`src/rtl/lcft_pkg.sv`:
```
// Constants and carrier types for the display frame timing block.
// Assumes one 200 MHz clock; oscillator clocks arrive as sampled levels.
package lcft_pkg;

  localparam int LCFT_MAIN_BASE_EXP = 11;
  localparam int LCFT_SUB_BASE_EXP = 6;
  localparam int LCFT_PRE_W = 18;

  // Mode register field positions
  localparam int LCFT_CK_LSB = 0;
  localparam int LCFT_TY_LSB = 4;
  localparam int LCFT_EN_BIT = 7;
  localparam int LCFT_SUBSEL_BIT = 3;
  localparam logic [7:0] LCFT_MODE_RST = 8'h00;

  typedef enum logic [1:0] {
    LCFT_DUTY_QUARTER = 2'b00,
    LCFT_DUTY_THIRD = 2'b01,
    LCFT_DUTY_HALF = 2'b10,
    LCFT_DUTY_STATIC = 2'b11
  } lcft_duty_type;

  // Analog switch controls for the on-chip bias string
  typedef struct packed {
    logic top_to_mid_lo;
    logic mid_to_low_lo;
    logic low_to_gnd_lo;
    logic top_to_mid_hi;
    logic mid_to_low_hi;
    logic low_to_gnd_hi;
  } lcft_bias_sw_type;

  // Per-step drive timing towards the common and segment drivers
  typedef struct packed {
    logic running;
    logic [3:0] com_active;
    logic [1:0] step;
    logic frame_start;
  } lcft_timing_type;

  typedef struct packed {
    logic [2:0] main_sync;
    logic [2:0] sub_sync;
    logic [LCFT_PRE_W-1:0] pre_cnt;
    logic drv_clk;
    logic [1:0] step;
    logic frame_start;
  } lcft_state_type;

  localparam logic [LCFT_PRE_W-1:0] LCFT_PRE_RST = 18'h00000;
  localparam logic [1:0] LCFT_STEP_RST = 2'h0;

endpackage

```
`src/rtl/lcft_frame_timing.sv`:
```
// Display drive clock prescaler, duty sequencer and bias string control.
// Assumes oscillator clocks are slow next to clk and are synchronised here.
// Assumes the mode and divider controls are driven from logic on clk.
//
// Overview of operation
// RULE1: Drive clock is main or sub oscillator through a prescaler.
// RULE2: Prescaler choice comes from mode register bits three to zero.
// RULE3: Duty from bits five and four; frame is drive clock over steps.
// RULE4: Step timing picks which bias level each common and segment gets.
// RULE5: Low option connects 10 k elements, high option 100 k elements.
// RULE6: Elements sit top-mid, mid-low and low-ground when connected.
// RULE7: With the on-chip string, the three bias pins may become ports.
// RULE8: Duty 00 quarter, 01 third, 10 half, 11 static.
// RULE9: 0xxx main over 2^11..2^18; 1x00..1x11 sub over 2^6..2^9.
// RULE10: Timing runs only while mode bit seven is one.
// RULE11: Resistance select zero picks low elements, one picks high.
// RULE12: Prescaler and step counter held clear while disabled.
`timescale 1ns/1ps
module lcft_frame_timing
  import lcft_pkg::*;
(
  input wire logic clk,
  input wire logic rst_n,
  input wire logic main_osc_clock,
  input wire logic sub_osc_clock,
  input wire logic [7:0] display_mode_ctrl_one,
  input wire logic divider_resistance_sel,
  input wire logic divider_connect_sel,
  output lcft_timing_type timing,
  output logic drive_clock,
  output lcft_bias_sw_type bias_sw,
  output logic bias_pins_free
);

  ////////////////////////////////////////////////////////////////////////////
  // Elaboration checks

  // Refuse constants the tap and field logic cannot serve
  if (LCFT_PRE_W < LCFT_MAIN_BASE_EXP + 7) begin : g_main_fit
    $error("prescaler too narrow for the slowest main tap");
  end
  if (LCFT_PRE_W < LCFT_SUB_BASE_EXP + 3) begin : g_sub_fit
    $error("prescaler too narrow for the slowest sub tap");
  end
  if (LCFT_SUB_BASE_EXP < 1) begin : g_sub_base
    $error("sub tap base must be at least one");
  end
  if (LCFT_MAIN_BASE_EXP + 6 > 31) begin : g_tap_range
    $error("main tap beyond the five bit tap index");
  end
  if (LCFT_CK_LSB + 4 > LCFT_TY_LSB) begin : g_field_order
    $error("clock field overlaps the duty field");
  end
  if (LCFT_TY_LSB + 2 > LCFT_EN_BIT || LCFT_EN_BIT > 7) begin : g_run_bit
    $error("run bit misplaced in the mode register");
  end
  if (LCFT_SUBSEL_BIT != 3) begin : g_src_bit
    $error("source bit must be the top bit of the clock field");
  end
  if (LCFT_MODE_RST[LCFT_EN_BIT] != 1'b0) begin : g_rst_stop
    $error("mode register must reset with the driver stopped");
  end

  ////////////////////////////////////////////////////////////////////////////
  // Declarations

  // Whole block state, one register copy and its next value
  lcft_state_type st_ff;
  lcft_state_type nxt_st;

  logic run_en;
  logic sub_sel;
  logic [3:0] drive_clock_divider_sel;
  lcft_duty_type duty_sel;
  logic [4:0] tap;
  logic osc_edge;
  logic tap_edge;
  logic [1:0] last_step;
  logic [3:0] com_hot;
  logic [2:0] lo_close;
  logic [2:0] hi_close;

  ////////////////////////////////////////////////////////////////////////////
  // Decode helpers

  // Steps in one frame minus one
  function automatic logic [1:0] last_of(lcft_duty_type d);
    case (d)
      LCFT_DUTY_QUARTER: last_of = 2'h3;
      LCFT_DUTY_THIRD: last_of = 2'h2;
      LCFT_DUTY_HALF: last_of = 2'h1;
      default: last_of = 2'h0;
    endcase
  endfunction

  // Prescaler bit k toggles at source/2^(k+1)
  function automatic logic [4:0] tap_of(logic [3:0] sel);
    if (sel[LCFT_SUBSEL_BIT]) begin
      tap_of = 5'(LCFT_SUB_BASE_EXP - 1) + {3'h0, sel[1:0]};
    end else begin
      tap_of = 5'(LCFT_MAIN_BASE_EXP - 1) + {2'h0, sel[2:0]};
    end
  endfunction

  // Rising edge between the second and third sync stages
  function automatic logic rise_of(logic [2:0] sync);
    rise_of = sync[1] & ~sync[2];
  endfunction

  ////////////////////////////////////////////////////////////////////////////
  // Mode decode

  // Fields may change at any time; run acts at once, clock select at the next oscillator rise, duty at the next drive rise
  assign run_en = display_mode_ctrl_one[LCFT_EN_BIT]; // see RULE10
  assign drive_clock_divider_sel =
    display_mode_ctrl_one[LCFT_CK_LSB +: 4]; // see RULE2
  assign duty_sel =
    lcft_duty_type'(display_mode_ctrl_one[LCFT_TY_LSB +: 2]); // see RULE3
  assign sub_sel = drive_clock_divider_sel[LCFT_SUBSEL_BIT];
  assign last_step = last_of(duty_sel); // see RULE8
  // Bit two of the clock field is ignored for the sub source
  assign tap = tap_of(drive_clock_divider_sel); // see RULE9

  ////////////////////////////////////////////////////////////////////////////
  // Prescaler and frame step counter

  // The prescaler is shared by both sources and survives a source change,
  // so the first drive period after a switch may be short.
  // A step already past a newly chosen last step wraps at the next rise.
  always_comb begin
    nxt_st = st_ff;
    // Two sync stages; the third stage only marks the edge
    nxt_st.main_sync = {st_ff.main_sync[1:0], main_osc_clock};
    nxt_st.sub_sync = {st_ff.sub_sync[1:0], sub_osc_clock};
    nxt_st.frame_start = 1'b0;

    // Rising edge of the selected oscillator, after two sync stages
    if (sub_sel) begin // see RULE1
      osc_edge = rise_of(st_ff.sub_sync);
    end else begin
      osc_edge = rise_of(st_ff.main_sync);
    end
    tap_edge = 1'b0;

    // Cleared while stopped so that a start opens on the first common
    if (!run_en) begin // see RULE12
      nxt_st.pre_cnt = LCFT_PRE_RST;
      nxt_st.drv_clk = 1'b0;
      nxt_st.step = LCFT_STEP_RST;
    end else if (osc_edge) begin
      // Counter wraps freely; only the selected tap is watched
      nxt_st.pre_cnt = st_ff.pre_cnt + 18'h00001;
      nxt_st.drv_clk = nxt_st.pre_cnt[tap];
      tap_edge = nxt_st.drv_clk & ~st_ff.drv_clk;
      if (tap_edge) begin // see RULE3
        if (st_ff.step >= last_step) begin
          nxt_st.step = LCFT_STEP_RST;
          nxt_st.frame_start = 1'b1;
        end else begin
          nxt_st.step = st_ff.step + 2'h1;
        end
      end
    end
  end

  // Synchronous reset; combinational outputs follow their inputs meanwhile
  always_ff @(posedge clk) begin
    if (!rst_n) begin
      st_ff <= '{main_sync: 3'h0,
                 sub_sync: 3'h0,
                 pre_cnt: LCFT_PRE_RST,
                 drv_clk: 1'b0,
                 step: LCFT_STEP_RST,
                 frame_start: 1'b0};
    end else begin
      st_ff <= nxt_st;
    end
  end

  ////////////////////////////////////////////////////////////////////////////
  // Common phase and timing outputs

  // One common phase per step; none while stopped
  // Static drive keeps the step at zero, so only the first common runs
  for (genvar c = 0; c < 4; c++) begin : g_common
    assign com_hot[c] = run_en & (st_ff.step == 2'(c)); // see RULE4
  end

  // Drive clock and step come straight from flip-flops
  assign drive_clock = st_ff.drv_clk;

  always_comb begin
    timing.running = run_en;
    timing.step = st_ff.step;
    timing.frame_start = st_ff.frame_start;
    timing.com_active = com_hot;
  end

  ////////////////////////////////////////////////////////////////////////////
  // Bias divider string

  // Index 2 top-mid, 1 mid-low, 0 low-ground
  // Never both groups at once: that would shunt the chosen resistance
  for (genvar e = 0; e < 3; e++) begin : g_element
    assign lo_close[e] =
      divider_connect_sel & ~divider_resistance_sel; // see RULE5 see RULE11
    assign hi_close[e] =
      divider_connect_sel & divider_resistance_sel; // see RULE5 see RULE11
  end

  always_comb begin // see RULE6
    bias_sw.top_to_mid_lo = lo_close[2];
    bias_sw.mid_to_low_lo = lo_close[1];
    bias_sw.low_to_gnd_lo = lo_close[0];
    bias_sw.top_to_mid_hi = hi_close[2];
    bias_sw.mid_to_low_hi = hi_close[1];
    bias_sw.low_to_gnd_hi = hi_close[0];
  end

  // Bias pins may return to port use while the string is connected
  assign bias_pins_free = divider_connect_sel; // see RULE7

endmodule

```
`config.mk`:
```
export PLATFORM = sky130hd
export DESIGN_NAME = lcft_frame_timing
export DESIGN_NICKNAME = d
export VERILOG_FILES = /design/src/rtl/lcft_pkg.sv /design/src/rtl/lcft_frame_timing.sv
export SDC_FILE = /design/constraint.sdc
export NUM_CORES = 1
export LEC_CHECK = 0
export BUFFER_PORTS_ARGS = -buffer_cell sky130_fd_sc_hd__buf_4
export CAP_MARGIN = 20
export CORE_ASPECT_RATIO = 0.9
export CORE_MARGIN = 4
export CORE_UTILIZATION = 35
export DETAILED_ROUTE_END_ITERATION = 8
export GPL_TIMING_DRIVEN = 0
export PLACE_DENSITY_LB_ADDON = 0.15
export SLEW_MARGIN = 40
export SYNTH_ARGS = -nofsm -noshare
export SYNTH_HDL_FRONTEND = slang
export SYNTH_SLANG_ARGS = --single-unit
```
`constraint.sdc`:
```
create_clock -name clk -period 3.65 [get_ports clk]
set_input_delay 0.73 -clock clk [delete_from_list [all_inputs] [get_ports clk]]
set_output_delay 0.73 -clock clk [all_outputs]
set_load 0.03 [all_outputs]
```
Yosys cells after proc, flatten, opt, wreduce, memory -nomap -nowiden
Cells that the tools add are included.
{"block": "op_classes", "addsub": 4, "n_bitwise": 13, "magnitude_cmp": 2, "reduce_logical": 5, "n_mux": 7, "eq_ne": 5}
{"cell": "$add A18 B1 Y18 const B", "count": 1}
{"cell": "$and A1 B1 Y1", "count": 9}
{"cell": "$eq A2 B2 Y1 const B", "count": 3}
{"cell": "$lt A5 B6 Y1 const B", "count": 1}
{"cell": "$pmux W2 S3", "count": 1}
{"cell": "$add A4 B3 Y5 const A", "count": 1}
{"cell": "$bmux W1 S5", "count": 1}
{"cell": "$mux W5", "count": 1}
{"cell": "$add A3 B2 Y4 const A", "count": 1}
{"cell": "$eq A2 B1 Y1 const B", "count": 2}
{"cell": "$logic_not A2 Y1", "count": 2}
{"cell": "$not A1 Y1", "count": 4}
{"cell": "$reduce_and A2 Y1", "count": 2}
{"cell": "$reduce_and A4 Y1", "count": 1}
{"cell": "$mux W1", "count": 3}
{"cell": "$add A2 B1 Y2 const B", "count": 1}
{"cell": "$ge A2 B2 Y1", "count": 1}
{"cell": "$mux W2", "count": 1}
{"block": "word_totals", "word_cells": 42, "reg_bits": 28, "input_bits": 14}

Depth between registers and ports, before layout
{"block": "depth", "depth_word": 6, "mapped_depth": 9, "ltp_nobuf": 8}

Worst setup path before layout
No wires, ideal clock.
{"block": "synth_path", "path_kind": "input to register", "start": "input display_mode_ctrl_one[3]", "end": "register st_ff, in the netlist timing[1]", "required_ps": 3531, "stages": 9, "path_slack_ps": 1287, "t_arrival_ps": 2244, "cell_sequence": "buf_4 > xor2_4 > buf_4 > nor3_1 > mux2i_1 > nand3_1 > a22oi_1 > nand4b_4 > mux2i_1"}
{"block": "synth_between", "elab_chain_len": 5, "elab_cells_between_ends": 6}
{"element": "from (decl)", "line_no": "lcft_frame_timing.sv:26", "source": "input wire logic [7:0] display_mode_ctrl_one,"}
{"element": "$mux W5", "line_no": "lcft_frame_timing.sv:98", "source": "if (sel[LCFT_SUBSEL_BIT]) begin"}
{"element": "$bmux W1 S5", "line_no": "lcft_frame_timing.sv:153", "source": "nxt_st.drv_clk = nxt_st.pre_cnt[tap];"}
{"element": "$mux W1 (not written as such)", "line_no": "lcft_frame_timing.sv:153"}
{"element": "$and A1 B1 Y1", "line_no": "lcft_frame_timing.sv:154", "source": "tap_edge = nxt_st.drv_clk & ~st_ff.drv_clk;"}
{"element": "$reduce_and A2 Y1 (no source line) (*)"}
{"element": "to (signal assigned)", "line_no": "lcft_frame_timing.sv:169", "source": "st_ff <= '{main_sync: 3'h0,"}
{"element": "to (signal assigned)", "line_no": "lcft_frame_timing.sv:176", "source": "st_ff <= nxt_st;"}
{"element": "to (decl)", "line_no": "lcft_frame_timing.sv:68", "source": "lcft_state_type st_ff;"}
Mark *: on every way between the ends. The rest lies on a longest branch, timed or not. The select of a mux whose other input is x is not followed.
A chain may end at the register's enable or synchronous reset.

Worst setup path after layout
{"block": "layout_path", "start": "input display_mode_ctrl_one[0]", "end": "register st_ff, in the netlist timing[1]"}
{"block": "layout_between", "elab_chain_len": 6, "elab_cells_between_ends": 7}
{"element": "$add A4 B3 Y5 / $add A3 B2 Y4 (equally long branches)", "line_no": "lcft_frame_timing.sv:101, lcft_frame_timing.sv:99"}
{"element": "$mux W5 (*)", "line_no": "lcft_frame_timing.sv:98"}
{"element": "$bmux W1 S5 (*)", "line_no": "lcft_frame_timing.sv:153"}
{"element": "$mux W1 (not written as such) (*)", "line_no": "lcft_frame_timing.sv:153"}
{"element": "$and A1 B1 Y1 (*)", "line_no": "lcft_frame_timing.sv:154"}
{"element": "$reduce_and A2 Y1 (no source line) (*)"}
Marks and branches as above.

==> metrics.cfg <==
[status]
status=complete, no violations

[synth]
syn_area_per_cell_um2=8.446
synth.most_common_cell=dfxtp_1
ys_warn_count=0
yosysUniqueCellTypes=51
ys_ff_latch=28
yosys.area.top_type=dfxtp_1
synth_edf_count=0
syn-cell-area_um2=1959
async_reset_ff_share_pct=0
synth_top_flop_cell=dfxtp_1
synth.yosys.seq_area_share_pct=28.61
netlist_top_cells_area=dfxtp_1, ha_1, buf_4, nor2_1, xor2_1
synth_top_area_share_pct=28.61
netlist_top_cells_count=dfxtp_1, nor2_1, a21oi_1, nand2_1, buf_4
synth_cells=232
synth_nets=255

[setup_path]
worstPathCellList=buf_4 > buf_2 > xor2_4 > buf_4 > nor3_1 > mux2i_1 > nand3_1 > a22oi_1 > nand4b_4 > mux2i_1
arrival_ns=2.56
path_max_fanout=10
crit_required_ns=3.82
slowest_stage=a22oi_1
crit_buf_inv=3
path_class=in -> reg
end_kind=register
cp_top_family=buffers and inverters
start_kind=input port
crit_path_max_incr_delay_ns=0.35

[placement]
dp_hpwl_mm=3.239
port_buffers=25
post-place-ws_ns=0.9676
gp_congestion=0.7772

[clocking]
cts_setup_buffers=0
path_clk_slew_ns=0.10
cts_hold_buf=0
cts_resized=0
clk_path_buf_depth=2
cts_buffers=3
cts_tree=done
cts_max_level=1
cts_root_buffer=clkbuf_8
cts_num_sinks=28
clock_latency_ns=0.28

[timing]
setup_viol=0
period_minus_slack_ns=2.384
fmax_mhz=419.5
worst_slew_pin_slew_ns=0.5605
hold_viol=0
slew_viol_final=0
setup_tns_ns=0
finalClockSkew_ns=0.005303
max_slew_margin_pct=62.64
min_period_over_period_pct=65.32
rsz0062_at_grt=false
postLayoutSetupSlackWorst_ns=1.266

[floorplanning]
dieArea_um2=6861
die_y_um=78.98
coreArea_um2=5349
io_pins=30
num_rows=25
die_w_um=86.87
initial_utilization_pct=36.63

[power]
switchingPower_uw=163.0
sw_frac_of_total_pct=24.62
peakVddDrop_uv=185.1
combPwrFrac_pct=15.6
p_leak_uw=0.0008896
p_per_area_nw_per_um2=287.5
internal_power_uw=499.0
clkPwrFrac_pct=37.5
seqPwrFrac_pct=46.9

[layout]
ff_latch_area_um2=560.5
n_fill_cell=567
multi_input_area_um2=1230
layout-drive-gt1-share_pct=23.75
fin_nets=285
area_delta_synth_final_pct=17.50
antennaDiodeCount=0

[grt]
grt_pass1_vias=1554
grt_overflow=0
grt_max_degree=17
grt_first_pass_wirelength_mm=7.314
antenna_found_initial=0
grt_usage_pct=13.11

[run]
maxCapViolCount=0

[hold_path]
min_path_type=reg -> reg

[routing]
first_pass_iters=4
ant_nets=0
wl_per_cell_um=13.11
routed_via_density=5.180
wl_mm=4.300
drt_iter0_drc=99
route.vias.total=1699
drt_drc_violations_left=0

## cell type report
cell class / instances / area share [%]
Sequential cell: 28 / 24.35
Tap cell: 67 / 3.641
Buffer: 24 / 6.359
Clock inverter: 1 / 1.304
Inverter: 6 / 0.9783
Clock buffer: 3 / 1.793
Multi-Input combinational cell: 174 / 53.42
Timing Repair Buffer: 25 / 8.152
## sequential cells by signal (all words and copies together), names as in the netlist
register and count:
drive_clock 1, st_ff 20, nxt_st 4, timing 3
## logic make-up (layout without fill, tap and decap cells)
| group | count (synthesis) | count (layout) | share of synthesized area (%) |
|---|---|---|---|
| xor+xnor | 19 | 19 | 9.835 |
| simple gates | 101 | 101 | 30.14 |
| mux | 4 | 4 | 2.044 |
| fa+ha+maj | 9 | 9 | 5.747 |
| compound gates | 41 | 41 | 15.01 |
| flops | 28 | 28 | 28.61 |
| buf+inv | 30 | 59 | 8.620 |
## power groups by stage
| stage | clock network [uW] | registers [uW] | logic, uW |
|---|---|---|---|
| finish | 248 | 310 | 103 |
| global route | 272 | 311 | 114 |
| CTS | 258 | 310 | 105 |
| global placement | 0 | 317 | 104 |
| floorplan | 0 | 317 | 72.5 |
| detailed placement | 0 | 318 | 104 |
## metrics by stage
| stage | area (um^2) | cells | utilization (%) | hold slack, ns | total power, uW |
|---|---|---|---|---|---|
| floorplan | 1959 | 232 | - | 0.4119 | 389.9 |
| global placement | 2231 | 324 | 41.71 | 0.4160 | 421.3 |
| detailed placement | 2231 | 324 | 41.71 | 0.4212 | 421.6 |
| CTS | 2302 | 328 | 43.04 | 0.4469 | 673.5 |
| global route | 2302 | 328 | 43.04 | 0.4588 | 696.6 |
| finish | 2302 | 328 | 43.04 | 0.4405 | 661.9 |
## worst paths after layout
kind	start	endpoint	slack [ns]	depth (start not counted)
max	display_mode_ctrl_one[0]	timing[1]	1.27	10
min	nxt_st[23]	nxt_st[24]	0.44	1
max reg2reg	st_ff[4]	timing[1]	1.33	8
min reg2reg	nxt_st[23]	nxt_st[24]	0.44	1
## metal layers
metal	track usage, %	part of all wire, %
met5	0	0
met3	2.593	5.6
met4	1.869	0.33
met2	19.95	43
met1	19.36	51
## layout by cell type (no fill, tap or decap), types with 2 or more instances in the layout
cell      netlist  final
buf_4          13     38
nor3_1          9      9
clkbuf_1        5      5
nand4_1         8      8
nand2b_1        6      6
nand3_1        11     11
xnor2_1         8      8
nor4_1          2      2
a31oi_1         3      3
a21oi_1        15     15
mux2i_1         4      4
and3_1          2      2
clkbuf_8        0      3
or3_1           6      6
inv_1           6      6
buf_2           5      5
xor2_1          9      9
o21ai_0         8      8
ha_1            9      9
nor2_1         21     21
dfxtp_1        28     28
and2_1         11     11
nand2_1        14     14
Note: power is estimated with default switching activity, not from simulation.
